## config.mk

```make
export PLATFORM = sky130hd
export DESIGN_NAME = fpsi_top
export DESIGN_NICKNAME = d
export VERILOG_FILES = /design/src/hw/fpsi_pkg.sv /design/src/hw/fpsi_top.sv /design/src/hw/fpsi_blink.sv
export VERILOG_INCLUDE_DIRS = /design/src /design/src/hw
export SDC_FILE = /design/constraint.sdc
export NUM_CORES = 1
export LEC_CHECK = 0
export ABC_AREA = 1
export BUFFER_PORTS_ARGS = -buffer_cell sky130_fd_sc_hd__buf_2
export CORE_MARGIN = 10
export CORE_UTILIZATION = 45
export CTS_CLUSTER_DIAMETER = 100
export DETAILED_ROUTE_END_ITERATION = 6
export PLACE_DENSITY_LB_ADDON = 0.1
export SLEW_MARGIN = 10
export SYNTH_ARGS = -nofsm -noshare
export SYNTH_HDL_FRONTEND = slang
export SYNTH_HIERARCHICAL = 1
export SYNTH_SLANG_ARGS = --single-unit
```

## constraint.sdc

```tcl
create_clock -name hclk -period 2.2 [get_ports hclk]
set_input_delay 0.33 -clock hclk [delete_from_list [all_inputs] [get_ports hclk]]
set_output_delay 0.33 -clock hclk [all_outputs]
set_load 0.02 [all_outputs]
```

## src/hw/fpsi_consts.svh

```systemverilog
// constants of the front panel status indicator: offsets, fields, resets, timing, glyphs
`ifndef FPSI_CONSTS_SVH
`define FPSI_CONSTS_SVH

// register byte offsets
`define FPSI_OFF_CTRL 8'h00
`define FPSI_OFF_NET 8'h04
`define FPSI_OFF_SERVO 8'h08
`define FPSI_OFF_ALARM 8'h0c
`define FPSI_OFF_NODE 8'h10
`define FPSI_OFF_IRQ_STATUS 8'h14
`define FPSI_OFF_IRQ_MASK 8'h18
`define FPSI_OFF_PANEL 8'h1c

// control field positions
`define FPSI_CTRL_STARTED 0
`define FPSI_CTRL_SOFT_RESET 1
// servo field positions
`define FPSI_SERVO_READY 0
`define FPSI_SERVO_ON 1
`define FPSI_SERVO_TEST 2
`define FPSI_SERVO_CPU_WD 3
`define FPSI_SERVO_PARAM_INIT 4
// alarm field positions
`define FPSI_ALARM_ACTIVE 16
`define FPSI_ALARM_CODE_LSB 4
`define FPSI_ALARM_CODE_MSB 15
// interrupt bits
`define FPSI_IRQ_ADDR 0
`define FPSI_IRQ_IN_LINK 1
`define FPSI_IRQ_OUT_LINK 2
`define FPSI_IRQ_BITS 3

// reset values
`define FPSI_RST_NODE 8'h00
`define FPSI_RST_COMM 3'h0
`define FPSI_RST_SERVO 5'h00
`define FPSI_RST_ALARM 17'h0_0000
`define FPSI_RST_IRQ 3'h0
`define FPSI_RST_SEG 7'h7f

// timing
`define FPSI_CLK_HZ 20000000
`define FPSI_FLICKER_MS 50
`define FPSI_BLINK_MS 200
`define FPSI_FLASH_ON_MS 200
`define FPSI_FLASH_OFF_MS 1000
`define FPSI_STEP_MS 1000
`define FPSI_FLICKER_CYC ((`FPSI_CLK_HZ / 1000) * `FPSI_FLICKER_MS)
`define FPSI_BLINK_TICKS 5'(`FPSI_BLINK_MS / `FPSI_FLICKER_MS)
`define FPSI_FLASH_ON_TICKS 5'(`FPSI_FLASH_ON_MS / `FPSI_FLICKER_MS)
`define FPSI_FLASH_TICKS 5'((`FPSI_FLASH_ON_MS + `FPSI_FLASH_OFF_MS) / `FPSI_FLICKER_MS)
`define FPSI_STEP_TICKS 5'(`FPSI_STEP_MS / `FPSI_FLICKER_MS)

// seven segment glyphs, bit order g f e d c b a, active high
`define FPSI_SEG_CHECK 7'h7f
`define FPSI_SEG_NOCTRL 7'h40
`define FPSI_SEG_PREOP 7'h73
`define FPSI_SEG_SAFEOP 7'h6d
`define FPSI_SEG_BOOT 7'h7c
`define FPSI_SEG_TEST 7'h78
`define FPSI_SEG_CPU 7'h79
`define FPSI_SEG_INIT 7'h30
`define FPSI_SEG_SRV_ON 7'h5e
`define FPSI_SEG_SRV_RDY 7'h50
`define FPSI_SEG_SRV_OFF 7'h08
`define FPSI_SEG_ALARM 7'h77

`endif

```

## src/hw/fpsi_pkg.sv

```systemverilog
// types of the front panel status indicator
package fpsi_pkg;

	// network state as software reports it
	typedef enum logic [2:0] {
		FPSI_COMM_NONE = 3'h0,
		FPSI_COMM_INIT = 3'h1,
		FPSI_COMM_PREOP = 3'h2,
		FPSI_COMM_SAFEOP = 3'h3,
		FPSI_COMM_OP = 3'h4,
		FPSI_COMM_BOOT = 3'h5
	} fpsi_comm_t;

	// display sequence phases
	typedef enum logic [5:0] {
		FPSI_PH_NET = 6'h01,
		FPSI_PH_ALM = 6'h02,
		FPSI_PH_D2 = 6'h04,
		FPSI_PH_D1 = 6'h08,
		FPSI_PH_D0 = 6'h10,
		FPSI_PH_DET = 6'h20
	} fpsi_phase_t;

endpackage

```

## src/hw/fpsi_top.sv

```systemverilog
// front panel status indicator: ahb-lite registers, seven segment sequence, status leds
// Behaviour
// [RULE_01] node address is upper switch nibble above lower switch nibble
// [RULE_02] switches are taken only after power-up or software reset, never between
// [RULE_03] one seven segment digit shows servo status, network state and alarms
// [RULE_04] system check glyph stays until startup completes, then network state shows
// [RULE_05] an active alarm shows its code after the network state glyph
// [RULE_06] distinct glyphs for no controller, pre-op, safe-op and bootstrap
// [RULE_07] distinct glyphs for test mode, cpu watchdog failure and parameter init
// [RULE_08] servo led dark when not ready, blinking ready-off, steady ready-on
// [RULE_09] each link led follows its own port's link independently
// [RULE_10] blink toggles every 200 ms, flicker toggles every 50 ms
// [RULE_11] single flash is 200 ms on then 1000 ms off, repeating
// [RULE_12] run led off in init, blink pre-op, flash safe-op, on operational
// [RULE_13] link led off without link, on when idle, flickering with traffic
// [RULE_14] with an alarm the digit cycles network state then alarm digits, one per second
//
// The register addresses and the AHB-Lite interface to the registers were chosen for this implementation.
`timescale 1ns/1ns
`include "fpsi_consts.svh"
module fpsi_top #(
	parameter int TICK_CYCLES = `FPSI_FLICKER_CYC
) (
	// clock and reset
	input wire logic hclk,
	input wire logic hresetn,
	// ahb-lite slave
	input wire logic hsel,
	input wire logic [31:0] haddr,
	input wire logic [1:0] htrans,
	input wire logic hwrite,
	input wire logic [2:0] hsize,
	input wire logic [31:0] hwdata,
	input wire logic hready,
	output logic hreadyout,
	output logic [31:0] hrdata,
	output logic hresp,
	// rotary address switches
	input wire logic [3:0] upper_address_switch,
	input wire logic [3:0] lower_address_switch,
	// port link status
	input wire logic in_port_link,
	input wire logic in_port_activity,
	input wire logic out_port_link,
	input wire logic out_port_activity,
	// panel outputs
	output logic [6:0] segment,
	output logic servo_on_led,
	output logic run_led,
	output logic in_link_led,
	output logic out_link_led,
	output logic irq
);

	logic tick;
	logic flicker;
	logic blink;
	logic flash;

	// shared pattern timing for every indicator
	fpsi_blink #(
		.TICK_CYCLES(TICK_CYCLES)
	) u_blink (
		.hclk(hclk),
		.hresetn(hresetn),
		.tick(tick),
		.flicker(flicker),
		.blink(blink),
		.flash(flash)
	);

	// hex digit to glyph
	function automatic logic [6:0] hex_glyph(input logic [3:0] d);
		logic [6:0] g;
		g = 7'h00;
		unique case (d)
			4'h0: g = 7'h3f;
			4'h1: g = 7'h06;
			4'h2: g = 7'h5b;
			4'h3: g = 7'h4f;
			4'h4: g = 7'h66;
			4'h5: g = 7'h6d;
			4'h6: g = 7'h7d;
			4'h7: g = 7'h07;
			4'h8: g = 7'h7f;
			4'h9: g = 7'h6f;
			4'ha: g = 7'h77;
			4'hb: g = 7'h7c;
			4'hc: g = 7'h39;
			4'hd: g = 7'h5e;
			4'he: g = 7'h79;
			4'hf: g = 7'h71;
		endcase
		return g;
	endfunction

	// bus state
	logic wr_pend;
	logic rd_pend;
	logic [7:0] addr_q;
	logic next_wr_pend;
	logic next_rd_pend;
	logic [7:0] next_addr_q;
	logic next_hreadyout;
	logic [31:0] next_hrdata;
	logic [31:0] rd_mux;
	logic accept;

	// register state
	logic sample_pend;
	logic started;
	logic [7:0] node_addr;
	fpsi_pkg::fpsi_comm_t comm;
	logic [4:0] servo;
	logic [16:0] alarm;
	logic [2:0] irq_status;
	logic [2:0] irq_mask;
	logic in_link_q;
	logic out_link_q;
	logic next_sample_pend;
	logic next_started;
	logic [7:0] next_node_addr;
	fpsi_pkg::fpsi_comm_t next_comm;
	logic [4:0] next_servo;
	logic [16:0] next_alarm;
	logic [2:0] next_irq_status;
	logic [2:0] next_irq_mask;
	logic [2:0] events;
	logic wr_ctrl;

	// display and led state
	fpsi_pkg::fpsi_phase_t phase;
	fpsi_pkg::fpsi_phase_t next_phase;
	logic [4:0] step_cnt;
	logic [4:0] next_step_cnt;
	logic [6:0] next_segment;
	logic [6:0] net_glyph;
	logic next_servo_on_led;
	logic next_run_led;
	logic next_in_link_led;
	logic next_out_link_led;
	logic next_irq;

	// read mux; reserved bits read zero, unmapped offsets read zero
	always_comb begin
		rd_mux = 32'h0000_0000;
		case (addr_q)
			`FPSI_OFF_CTRL: rd_mux[`FPSI_CTRL_STARTED] = started;
			`FPSI_OFF_NET: rd_mux[2:0] = comm;
			`FPSI_OFF_SERVO: rd_mux[4:0] = servo;
			`FPSI_OFF_ALARM: rd_mux[16:0] = alarm;
			`FPSI_OFF_NODE: rd_mux[7:0] = node_addr;
			`FPSI_OFF_IRQ_STATUS: rd_mux[2:0] = irq_status;
			`FPSI_OFF_IRQ_MASK: rd_mux[2:0] = irq_mask;
			`FPSI_OFF_PANEL: rd_mux[11:0] = {in_link_led, out_link_led, run_led,
				servo_on_led, 1'b0, segment};
			default: rd_mux = 32'h0000_0000;
		endcase
	end

	// bus: writes have no wait state, reads add one so a write just before is seen
	always_comb begin
		accept = hsel && hready && htrans[1];
		next_wr_pend = accept && hwrite;
		next_rd_pend = accept && !hwrite;
		next_addr_q = accept ? haddr[7:0] : addr_q;
		next_hreadyout = !(accept && !hwrite);
		next_hrdata = rd_pend ? rd_mux : hrdata;
	end

	always_ff @(posedge hclk or negedge hresetn) begin
		if (!hresetn) begin
			wr_pend <= 1'b0;
			rd_pend <= 1'b0;
			addr_q <= 8'h00;
			hreadyout <= 1'b1;
			hrdata <= 32'h0000_0000;
			hresp <= 1'b0;
		end else begin
			wr_pend <= next_wr_pend;
			rd_pend <= next_rd_pend;
			addr_q <= next_addr_q;
			hreadyout <= next_hreadyout;
			hrdata <= next_hrdata;
			hresp <= 1'b0;
		end
	end

	// registers, switch capture and interrupt status
	always_comb begin
		wr_ctrl = wr_pend && (addr_q == `FPSI_OFF_CTRL);
		next_started = started;
		next_comm = comm;
		next_servo = servo;
		next_alarm = alarm;
		next_irq_mask = irq_mask;
		next_node_addr = node_addr;
		// capture happens once, in the cycle after reset release or soft reset
		next_sample_pend = 1'b0;
		if (sample_pend) begin
			next_node_addr = {upper_address_switch, lower_address_switch}; // RULE_01 RULE_02
		end
		if (wr_ctrl) begin
			next_started = hwdata[`FPSI_CTRL_STARTED];
		end
		if (wr_ctrl && hwdata[`FPSI_CTRL_SOFT_RESET]) begin
			next_sample_pend = 1'b1; // RULE_02
			next_started = 1'b0; // RULE_04
		end
		if (wr_pend && (addr_q == `FPSI_OFF_NET)) begin
			next_comm = fpsi_pkg::fpsi_comm_t'(hwdata[2:0]);
		end
		if (wr_pend && (addr_q == `FPSI_OFF_SERVO)) begin
			next_servo = hwdata[4:0];
		end
		if (wr_pend && (addr_q == `FPSI_OFF_ALARM)) begin
			next_alarm = hwdata[16:0];
		end
		if (wr_pend && (addr_q == `FPSI_OFF_IRQ_MASK)) begin
			next_irq_mask = hwdata[2:0];
		end
		events[`FPSI_IRQ_ADDR] = sample_pend;
		events[`FPSI_IRQ_IN_LINK] = in_port_link != in_link_q;
		events[`FPSI_IRQ_OUT_LINK] = out_port_link != out_link_q;
		next_irq_status = irq_status;
		if (wr_pend && (addr_q == `FPSI_OFF_IRQ_STATUS)) begin
			next_irq_status = irq_status & ~hwdata[2:0];
		end
		// an event in the clearing cycle survives
		next_irq_status = next_irq_status | events;
	end

	always_ff @(posedge hclk or negedge hresetn) begin
		if (!hresetn) begin
			sample_pend <= 1'b1;
			started <= 1'b0;
			node_addr <= `FPSI_RST_NODE;
			comm <= fpsi_pkg::FPSI_COMM_NONE;
			servo <= `FPSI_RST_SERVO;
			alarm <= `FPSI_RST_ALARM;
			irq_status <= `FPSI_RST_IRQ;
			irq_mask <= `FPSI_RST_IRQ;
			in_link_q <= 1'b0;
			out_link_q <= 1'b0;
		end else begin
			sample_pend <= next_sample_pend;
			started <= next_started;
			node_addr <= next_node_addr;
			comm <= next_comm;
			servo <= next_servo;
			alarm <= next_alarm;
			irq_status <= next_irq_status;
			irq_mask <= next_irq_mask;
			in_link_q <= in_port_link;
			out_link_q <= out_port_link;
		end
	end

	// network state glyph; fault and mode glyphs take priority over network state
	always_comb begin
		net_glyph = `FPSI_SEG_NOCTRL;
		if (servo[`FPSI_SERVO_CPU_WD]) begin
			net_glyph = `FPSI_SEG_CPU; // RULE_07
		end else if (servo[`FPSI_SERVO_PARAM_INIT]) begin
			net_glyph = `FPSI_SEG_INIT; // RULE_07
		end else if (servo[`FPSI_SERVO_TEST]) begin
			net_glyph = `FPSI_SEG_TEST; // RULE_07
		end else begin
			case (comm)
				fpsi_pkg::FPSI_COMM_PREOP: net_glyph = `FPSI_SEG_PREOP; // RULE_06
				fpsi_pkg::FPSI_COMM_SAFEOP: net_glyph = `FPSI_SEG_SAFEOP; // RULE_06
				fpsi_pkg::FPSI_COMM_BOOT: net_glyph = `FPSI_SEG_BOOT; // RULE_06
				fpsi_pkg::FPSI_COMM_OP: begin
					// connected: the digit shows servo status
					if (servo[`FPSI_SERVO_READY] && servo[`FPSI_SERVO_ON]) begin
						net_glyph = `FPSI_SEG_SRV_ON; // RULE_03
					end else if (servo[`FPSI_SERVO_READY]) begin
						net_glyph = `FPSI_SEG_SRV_RDY; // RULE_03
					end else begin
						net_glyph = `FPSI_SEG_SRV_OFF; // RULE_03
					end
				end
				default: net_glyph = `FPSI_SEG_NOCTRL; // RULE_06
			endcase
		end
	end

	// display sequence: without an alarm the phase rests on the network glyph
	always_comb begin
		next_phase = phase;
		next_step_cnt = step_cnt;
		if (!started || !alarm[`FPSI_ALARM_ACTIVE]) begin
			next_phase = fpsi_pkg::FPSI_PH_NET; // RULE_05
			next_step_cnt = 5'h00;
		end else if (tick) begin
			next_step_cnt = step_cnt + 5'h01;
			if (step_cnt == `FPSI_STEP_TICKS - 5'h01) begin
				next_step_cnt = 5'h00;
				unique case (phase)
					fpsi_pkg::FPSI_PH_NET: next_phase = fpsi_pkg::FPSI_PH_ALM; // RULE_14
					fpsi_pkg::FPSI_PH_ALM: next_phase = fpsi_pkg::FPSI_PH_D2; // RULE_14
					fpsi_pkg::FPSI_PH_D2: next_phase = fpsi_pkg::FPSI_PH_D1; // RULE_14
					fpsi_pkg::FPSI_PH_D1: next_phase = fpsi_pkg::FPSI_PH_D0; // RULE_14
					fpsi_pkg::FPSI_PH_D0: next_phase = fpsi_pkg::FPSI_PH_DET; // RULE_14
					fpsi_pkg::FPSI_PH_DET: next_phase = fpsi_pkg::FPSI_PH_NET; // RULE_14
				endcase
			end
		end
		// the glyph follows the phase being entered so it lines up with the step
		next_segment = `FPSI_SEG_CHECK; // RULE_04
		if (started) begin
			unique case (next_phase)
				fpsi_pkg::FPSI_PH_NET: next_segment = net_glyph; // RULE_03
				fpsi_pkg::FPSI_PH_ALM: next_segment = `FPSI_SEG_ALARM; // RULE_05
				fpsi_pkg::FPSI_PH_D2: next_segment = hex_glyph(alarm[15:12]); // RULE_05
				fpsi_pkg::FPSI_PH_D1: next_segment = hex_glyph(alarm[11:8]); // RULE_05
				fpsi_pkg::FPSI_PH_D0: next_segment = hex_glyph(alarm[7:4]); // RULE_05
				fpsi_pkg::FPSI_PH_DET: next_segment = hex_glyph(alarm[3:0]); // RULE_05
			endcase
		end
	end

	// leds and interrupt line
	always_comb begin
		next_servo_on_led = 1'b0; // RULE_08
		if (servo[`FPSI_SERVO_READY]) begin
			next_servo_on_led = servo[`FPSI_SERVO_ON] ? 1'b1 : blink; // RULE_08
		end
		case (comm)
			fpsi_pkg::FPSI_COMM_PREOP: next_run_led = blink; // RULE_12
			fpsi_pkg::FPSI_COMM_SAFEOP: next_run_led = flash; // RULE_12
			fpsi_pkg::FPSI_COMM_OP: next_run_led = 1'b1; // RULE_12
			default: next_run_led = 1'b0; // RULE_12
		endcase
		// activity alone without link keeps the led dark
		next_in_link_led = in_port_link && (!in_port_activity || flicker); // RULE_09 RULE_13
		next_out_link_led = out_port_link && (!out_port_activity || flicker); // RULE_09 RULE_13
		next_irq = |(next_irq_status & next_irq_mask);
	end

	always_ff @(posedge hclk or negedge hresetn) begin
		if (!hresetn) begin
			phase <= fpsi_pkg::FPSI_PH_NET;
			step_cnt <= 5'h00;
			segment <= `FPSI_RST_SEG;
			servo_on_led <= 1'b0;
			run_led <= 1'b0;
			in_link_led <= 1'b0;
			out_link_led <= 1'b0;
			irq <= 1'b0;
		end else begin
			phase <= next_phase;
			step_cnt <= next_step_cnt;
			segment <= next_segment;
			servo_on_led <= next_servo_on_led;
			run_led <= next_run_led;
			in_link_led <= next_in_link_led;
			out_link_led <= next_out_link_led;
			irq <= next_irq;
		end
	end

endmodule

```

## src/hw/fpsi_blink.sv

```systemverilog
// blink pattern generator: 50 ms tick, flicker, blink and single flash levels
`timescale 1ns/1ns
`include "fpsi_consts.svh"
module fpsi_blink #(
	parameter int TICK_CYCLES = `FPSI_FLICKER_CYC
) (
	// clock and reset
	input wire logic hclk,
	input wire logic hresetn,
	// pattern outputs
	output logic tick,
	output logic flicker,
	output logic blink,
	output logic flash
);

	logic [23:0] cnt;
	logic [4:0] blink_cnt;
	logic [4:0] flash_cnt;
	logic next_tick;
	logic next_flicker;
	logic next_blink;
	logic next_flash;
	logic [23:0] next_cnt;
	logic [4:0] next_blink_cnt;
	logic [4:0] next_flash_cnt;

	// one prescaler feeds every pattern so all leds stay in phase
	always_comb begin
		next_cnt = cnt + 24'h00_0001;
		next_tick = 1'b0;
		next_flicker = flicker;
		next_blink_cnt = blink_cnt;
		next_blink = blink;
		next_flash_cnt = flash_cnt;
		if (cnt == 24'(TICK_CYCLES - 1)) begin
			next_cnt = 24'h00_0000;
			next_tick = 1'b1;
			next_flicker = !flicker; // RULE_10
			next_blink_cnt = blink_cnt + 5'h01;
			if (blink_cnt == `FPSI_BLINK_TICKS - 5'h01) begin
				next_blink_cnt = 5'h00;
				next_blink = !blink; // RULE_10
			end
			next_flash_cnt = flash_cnt + 5'h01;
			if (flash_cnt == `FPSI_FLASH_TICKS - 5'h01) begin
				next_flash_cnt = 5'h00;
			end
		end
		next_flash = (next_flash_cnt < `FPSI_FLASH_ON_TICKS); // RULE_11
	end

	always_ff @(posedge hclk or negedge hresetn) begin
		if (!hresetn) begin
			cnt <= 24'h00_0000;
			tick <= 1'b0;
			flicker <= 1'b0;
			blink <= 1'b0;
			blink_cnt <= 5'h00;
			flash_cnt <= 5'h00;
			flash <= 1'b0;
		end else begin
			cnt <= next_cnt;
			tick <= next_tick;
			flicker <= next_flicker;
			blink <= next_blink;
			blink_cnt <= next_blink_cnt;
			flash_cnt <= next_flash_cnt;
			flash <= next_flash;
		end
	end

endmodule

```

### Word level (Yosys, flattened, before mapping)

Memories as Yosys holds them, arrays and structs flattened.
Cells that the tools add are included.

* add/sub/neg operators: 4
* order comparisons: 1
* eq/ne operators: 29
* mux-type cells: 34
* bitwise logic cells: 4
* reductions and logical operators: 30

Operators by type and width (number)
* 7-bit two-way mux: 6
* 7-bit one-hot mux with 6 select lines: 1
* 6-bit one-hot mux with 6 select lines: 1
* 5-bit two-way mux: 7
* 8-bit by 5-bit == test with 1-bit output, second input constant: 4
* 7-bit one-hot mux with 4 select lines: 1
* 24-bit by 1-bit adder with 24-bit output, second input constant: 1
* 24-bit by 20-bit == test with 1-bit output, second input constant: 1
* 24-bit two-way mux: 1
* 6-bit two-way mux: 3
* 8-bit by 4-bit == test with 1-bit output, second input constant: 2
* 5-bit by 1-bit adder with 5-bit output, second input constant: 3
* 1-bit logical AND: 14
* 2-bit one-hot mux with 7 select lines: 1
* 6-bit by 1-bit == test with 1-bit output, second input constant: 2
* 6-bit by 2-bit == test with 1-bit output, second input constant: 2
* 6-bit by 3-bit == test with 1-bit output, second input constant: 2
* 6-bit by 4-bit == test with 1-bit output, second input constant: 2
* 6-bit by 5-bit == test with 1-bit output, second input constant: 2
* 6-bit == test, second input constant: 2
* 5-bit == test, second input constant: 2
* 3-bit one-hot mux with 3 select lines: 1
* 8-bit by 3-bit == test with 1-bit output, second input constant: 1
* 1-bit logical NOT: 8
* other kinds (19): 32

* flip-flop bits (word level): 132
* bits in read-only memories: 448
* input bits: 86
* output and inout port bits: 46
* word-level logic and storage cells: 136
* memories: 4

Memories
* (name not given): words 16, bits a word 7, rd ports 1, clocked after memory_dff 0, write ports 0, RTL line fpsi_top.sv:76 `unique case (d)`
* (name not given): words 16, bits a word 7, rd ports 1, clocked after memory_dff 0, write ports 0, RTL line fpsi_top.sv:76
* (name not given): words 16, bits a word 7, rd ports 1, clocked after memory_dff 0, write ports 0, RTL line fpsi_top.sv:76
* (name not given): words 16, bits a word 7, rd ports 1, clocked after memory_dff 0, write ports 0, RTL line fpsi_top.sv:76

### Longest topological paths before layout

* depth after elaboration: 8
* depth in mapped cells: 16
* gate-level depth less buffers: 16

### Modules after synthesis

The synthesis kept the hierarchy.

Modules (own cells, without submodules)
* fpsi_top: instances 1, cells each 716, area an instance 5632.9 µm², sequential area each 2364.8 µm²
* fpsi_blink: instances 1, cells each 270, area an instance 2060.7 µm², sequential area each 950.9 µm²

### Worst setup path after synthesis

Ideal clock, no wire load.

* path kind: register -> register
* start point: register step_cnt[0]
* end point: register segment[0]
* library setup time: 0.083 ns
* arrival: 1.760 ns
* data required time: 2.117 ns
* setup slack: 0.357 ns
* cell stages (with the launch flop): 16
* path buffers: 0
* clock period less this slack: 1.843 ns
* cell sequence: dfrtp_1 ha_1 nand2_1 inv_1 nand3_4 inv_2 nand2_1 clkinv_2 nor2_8 nand2_2 nor2_4 inv_2 nor2_4 nor2_4 nand3_1 nand3_1

* cells in the longest elaborated chain, start to end: 7
* elaborated cells between the ends (all ways): 12
* those cells by class: eq/ne (7); mux (5)

Ends and longest elaborated chain
* start, declared: RTL line fpsi_top.sv:134 `logic [4:0] step_cnt;`
* start signal, assigned: RTL line fpsi_top.sv:353 `step_cnt <= next_step_cnt;`
* 5-bit == test (*): RTL line fpsi_top.sv:297 `` if (step_cnt == `FPSI_STEP_TICKS - 5'h01) begin ``
* 6-bit two-way mux (*): RTL line fpsi_top.sv:297
* 6-bit two-way mux (*): RTL line fpsi_top.sv:295 `end else if (tick) begin`
* 6-bit two-way mux (*): RTL line fpsi_top.sv:292 `` if (!started || !alarm[`FPSI_ALARM_ACTIVE]) begin ``
* net next_phase[3]: RTL line fpsi_top.sv:133 `fpsi_pkg::fpsi_phase_t next_phase;`
* 6-bit == test, or another cell as far along: RTL line fpsi_top.sv:312 `unique case (next_phase)`
* 7-bit one-hot mux with 6 select lines (*): RTL line fpsi_top.sv:312
* 7-bit two-way mux (*): RTL line fpsi_top.sv:311 `if (started) begin`
* net next_segment[0]: RTL line fpsi_top.sv:136 `logic [6:0] next_segment;`
* end signal, assigned: RTL line fpsi_top.sv:345 `` segment <= `FPSI_RST_SEG; ``
* end signal, assigned: RTL line fpsi_top.sv:354 `segment <= next_segment;`
* end, declared: RTL line fpsi_top.sv:47 `output logic [6:0] segment,`

Mark *: on every way through the listed nets, which the timed path passes. The rest lies on a longest branch.
A chain may end at the register's enable or synchronous reset.

### Final worst setup path

Same ends and word-level chain as after synthesis.

==> impl_results.html <==
<table>
<tr><th>Metric</th><th>Value</th></tr>
<tr><th colspan="2">GRT</th></tr>
<tr><td>Global-route layer with the greatest usage</td><td>met2</td></tr>
<tr><td>Total track usage</td><td>16.4%</td></tr>
<tr><td>Number of global-route vias before repair</td><td>6,215</td></tr>
<tr><td>Met1 capacity usage during global routing</td><td>21.5%</td></tr>
<tr><td>First-pass GRT wire length</td><td>30.3 mm</td></tr>
<tr><td>Pin count of the biggest net entering global routing</td><td>53</td></tr>
<tr><td>Met3 track utilization from global routing</td><td>3.66%</td></tr>
<tr><td>Antenna violations before repair</td><td>0</td></tr>
<tr><td>Total gr overflow</td><td>0</td></tr>
<tr><td>Met2 track demand over resource</td><td>26.6%</td></tr>
<tr><th colspan="2">Job</th></tr>
<tr><td>Maximum Capacitance Violations</td><td>0</td></tr>
<tr><th colspan="2">Placement</th></tr>
<tr><td>GPL Wtd Cong</td><td>0.850</td></tr>
<tr><td>Detailed Place HPWL</td><td>13.9 mm</td></tr>
<tr><td>Count of buffers from port buffering</td><td>72</td></tr>
<tr><td>Placed Cells incl. Taps</td><td>1,265</td></tr>
<tr><td>Worst setup slack before clock tree synthesis</td><td>0.104 ns</td></tr>
<tr><th colspan="2">Finish</th></tr>
<tr><td>Proportion of layout cells with a drive suffix above 1</td><td>18.0%</td></tr>
<tr><td>Antenna diode instance count</td><td>0</td></tr>
<tr><td>Layout filler cell count</td><td>1,659</td></tr>
<tr><td>Final design utilization</td><td>53.9%</td></tr>
<tr><td>Synthesis-to-finish area growth</td><td>16.7%</td></tr>
<tr><td>Most common cell after layout, fill and taps aside</td><td>sky130_fd_sc_hd__nand2_1</td></tr>
<tr><td>Commonest cells after routing, fill and taps aside</td><td>sky130_fd_sc_hd__nand2_1 (211), sky130_fd_sc_hd__inv_1 (131), sky130_fd_sc_hd__dfrtp_1 (122), sky130_fd_sc_hd__nor2_1 (97), sky130_fd_sc_hd__nand3_1 (72)</td></tr>
<tr><td>Number of nets in the finished design</td><td>1,179</td></tr>
<tr><td>Number of cells in the finished layout apart from fillers</td><td>1,302</td></tr>
<tr><th colspan="2">Setup path</th></tr>
<tr><td>CP max FO</td><td>8</td></tr>
<tr><td>Worst setup path class</td><td>reg -&gt; reg</td></tr>
<tr><td>Required time reported for the critical path endpoint</td><td>2.53 ns</td></tr>
<tr><td>Crit. End Element</td><td>flip-flop</td></tr>
<tr><td>Critical Path AT</td><td>2.32 ns</td></tr>
<tr><td>Worst Setup Start Kind</td><td>flip-flop</td></tr>
<tr><th colspan="2">Pwr</th></tr>
<tr><td>Power per standard cell area</td><td>676 nW/um^2</td></tr>
<tr><td>Leakage dissipation</td><td>0.00457 uW</td></tr>
<tr><td>Peak VDD IR</td><td>0.528 mV</td></tr>
<tr><th colspan="2">Timing</th></tr>
<tr><td>Post-Route Skew</td><td>0.00669 ns</td></tr>
<tr><td>Slack of the critical path</td><td>0.213 ns</td></tr>
<tr><td>Pin slew with the least headroom to its limit</td><td>0.589 ns</td></tr>
<tr><td># setup viols final</td><td>0</td></tr>
<tr><td>Max-slew headroom at the worst pin</td><td>60.7%</td></tr>
<tr><td>Clock period minus worst slack</td><td>1.99 ns</td></tr>
<tr><td>Number of max-slew violations in the final report</td><td>0</td></tr>
<tr><td>Peak Freq</td><td>503 MHz</td></tr>
<tr><td>Aggregate negative setup slack</td><td>0 ns</td></tr>
<tr><td>Hold violation count in the final report</td><td>0</td></tr>
<tr><td>Period Utilization, post-route</td><td>90.3%</td></tr>
<tr><td>Setup repair after global routing missed its margin</td><td>false</td></tr>
<tr><th colspan="2">Synth</th></tr>
<tr><td>Number of instances in the synthesized netlist</td><td>986</td></tr>
<tr><td>Total standard cell area after synthesis</td><td>7690 sq um</td></tr>
<tr><td>Synthesis-stage register bit count</td><td>132</td></tr>
<tr><td>Fraction of registers with async set/reset</td><td>100%</td></tr>
<tr><td>Number of enable flip-flop cells after synthesis</td><td>0</td></tr>
<tr><td>Most used DFF post-synth</td><td>sky130_fd_sc_hd__dfrtp_1</td></tr>
<tr><td>Synth warn</td><td>6</td></tr>
<tr><td>Unique cell type count in the Yosys netlist</td><td>49</td></tr>
<tr><td>Average cell area after synthesis</td><td>7.80 sq um</td></tr>
<tr><td>Sequential share of the synthesized area</td><td>43.1%</td></tr>
<tr><th colspan="2">Clock network</th></tr>
<tr><td>Clk slew on worst S/H paths</td><td>0.06 ns</td></tr>
<tr><td>Cell at the root of the clock tree</td><td>sky130_fd_sc_hd__clkbuf_16</td></tr>
<tr><td>Number of clock sinks seen by CTS</td><td>132</td></tr>
<tr><td>Worst skew pair latency</td><td>0.42 ns</td></tr>
<tr><td>Maximum clock insertion buffer count</td><td>2</td></tr>
<tr><td>H-tree depth</td><td>4</td></tr>
<tr><td>Clock tree from TritonCTS</td><td>built</td></tr>
<tr><td>Number of CTS-inserted buffers</td><td>17</td></tr>
<tr><th colspan="2">Detailed routing</th></tr>
<tr><td>Detailed Route WL</td><td>18.5 mm</td></tr>
<tr><td>Vias per cell</td><td>5.00</td></tr>
<tr><td>Average detailed-routed wire length per instance</td><td>14.2 um</td></tr>
<tr><td>DRC viols</td><td>0</td></tr>
<tr><td>Via total after detailed routing</td><td>6,510</td></tr>
<tr><td>Drt first-iter violations</td><td>398</td></tr>
<tr><td>Number of iterations in the first detailed-routing pass</td><td>5</td></tr>
<tr><td>Antenna viol nets, final</td><td>0</td></tr>
<tr><th colspan="2">Floorplanning</th></tr>
<tr><td>Number of primary I/O pins</td><td>132</td></tr>
<tr><td>Die span in y</td><td>151 um</td></tr>
<tr><td>Effective utilization at floorplan</td><td>46.2%</td></tr>
<tr><td>DIE WIDTH</td><td>151 um</td></tr>
<tr><td>Number of cell rows</td><td>47</td></tr>
<tr><td>Die area</td><td>22,700 sq um</td></tr>
<tr><td>Core area</td><td>16,600 sq um</td></tr>
<tr><th colspan="2">Status</th></tr>
<tr><td>Result of the run</td><td>finished, final reports clean</td></tr>
<tr><th colspan="2">Hold path</th></tr>
<tr><td>HP Class</td><td>in -&gt; reg</td></tr>
</table>
[critical path, cell delays in order (launching register included)]
cell,delay (ns)
sky130_fd_sc_hd__dfrtp_1,0.38
sky130_fd_sc_hd__ha_2,0.20
sky130_fd_sc_hd__nand2_1,0.06
sky130_fd_sc_hd__inv_2,0.10
sky130_fd_sc_hd__nand3_4,0.11
sky130_fd_sc_hd__inv_2,0.10
sky130_fd_sc_hd__nand2_1,0.08
sky130_fd_sc_hd__clkinv_2,0.09
sky130_fd_sc_hd__nor2_8,0.05
sky130_fd_sc_hd__nor2_8,0.16
sky130_fd_sc_hd__inv_2,0.06
sky130_fd_sc_hd__nor2_4,0.20
sky130_fd_sc_hd__o21ai_4,0.13
sky130_fd_sc_hd__nand3_1,0.10
sky130_fd_sc_hd__nand3_1,0.10
[kinds of logic (layout without fill, tap and decap cells)]
family	Yosys count	after routing	share of synthesized area [%]
AOI/OAI and AO/OA	163	163	12.2
xor gates and xnor gates	19	19	2.16
adders and majority gates	24	24	3.90
buffers and inverters	179	259	9.86
DFF	132	132	43.1
muxes	9	9	1.32
other	1	16	0.0487
and+or+nand+nor	459	460	27.4
[power breakdown]
group | internal, uW | switching [uW] | total, uW | leakage, uW
clock | 1850 | 1170 | 3020 | 0.000304
combinational | 158 | 300 | 458 | 0.00266
sequential | 2520 | 72.1 | 2590 | 0.00160
[repair_timing]
item | 4_1_cts | 5_1_grt
setup buffers | 0 | 3
hold buffers | 1 | 0
setup endpoints to repair | 0 | 7
resized for setup | 0 | 8
hold endpoints to repair | 41 | 0
[synthesized netlist by cell type, drive strengths merged, types with 2 or more instances]
| master | n | area, sq um |
|---|---|---|
| a21boi | 2 | 15.0 |
| dfstp | 10 | 263 |
| o21ai | 66 | 338 |
| a21oi | 52 | 272 |
| nand4 | 20 | 125 |
| o22ai | 9 | 56.3 |
| xnor2 | 5 | 43.8 |
| nand3 | 77 | 408 |
| dfrtp | 122 | 3050 |
| o21bai | 3 | 22.5 |
| a31oi | 8 | 50.1 |
| nor3 | 14 | 75.1 |
| clkbuf | 15 | 56.3 |
| buf | 22 | 168 |
| o2bb2ai | 2 | 17.5 |
| a211oi | 2 | 15.0 |
| clkinv | 2 | 8.75 |
| mux2 | 9 | 101 |
| nor2 | 119 | 588 |
| inv | 140 | 526 |
| nand2 | 227 | 897 |
| xor2 | 14 | 123 |
| ha | 24 | 300 |
| o31ai | 7 | 52.6 |
| o2111ai | 4 | 35.0 |
| a32oi | 3 | 26.3 |
[area by class of cell]
class / instances / area (sq um) / area share (%)
Multi-Input combinational cell: 691 / 3720 / 41.4
Timing Repair Buffer: 85 / 504 / 5.62
Tap cell: 220 / 275 / 3.07
Clock inverter: 14 / 188 / 2.09
Sequential cell: 132 / 3320 / 36.9
Clock buffer: 18 / 439 / 4.89
Inverter: 142 / 534 / 5.95
[final timing paths]
kind	from	end	slack [ns]	depth (start not counted)
worst max register to register	step_cnt[0]	segment[0]	0.21	14
worst max-delay path	step_cnt[0]	segment[0]	0.21	14
max in group asynchronous	hresetn	segment[3]	1.12	3
worst min register to register	u_blink/blink	u_blink/blink	0.47	1
min in group asynchronous	hresetn	u_blink/cnt[13]	0.38	2
worst min-delay path	in_port_link	in_link_q	0.05	1
[state kept, by name, summed over array words and instances, names as in the netlist, 3 cells and up]
name               flops
servo                  5
irq_status             3
u_blink/cnt           24
u_blink/blink_cnt      5
irq_mask               3
u_blink/flash_cnt      5
node_addr              8
addr_q                 8
phase                  6
step_cnt               5
comm                   3
alarm                 17
hrdata                17
segment                7
[routing by layer]
metal | vias up | share of wire (%)
li1 | 3341 | -
met1 | 3055 | 47
met2 | 100 | 49
met3 | 14 | 3.5
met4 | 0 | 0.86
met5 | - | 0
[metrics by stage]
step                      hold WS (ns)  power, uW  area [sq um]
final                           0.0456       6070          8980
after detailed placement         0.283       3090          8260
after global routing            0.0325       6310          8980
after floorplan                 0.0344       2910          7750
after global placement           0.283       3090          8260
after CTS                       0.0295       6140          8900
Power figures use the tool's default switching activity.
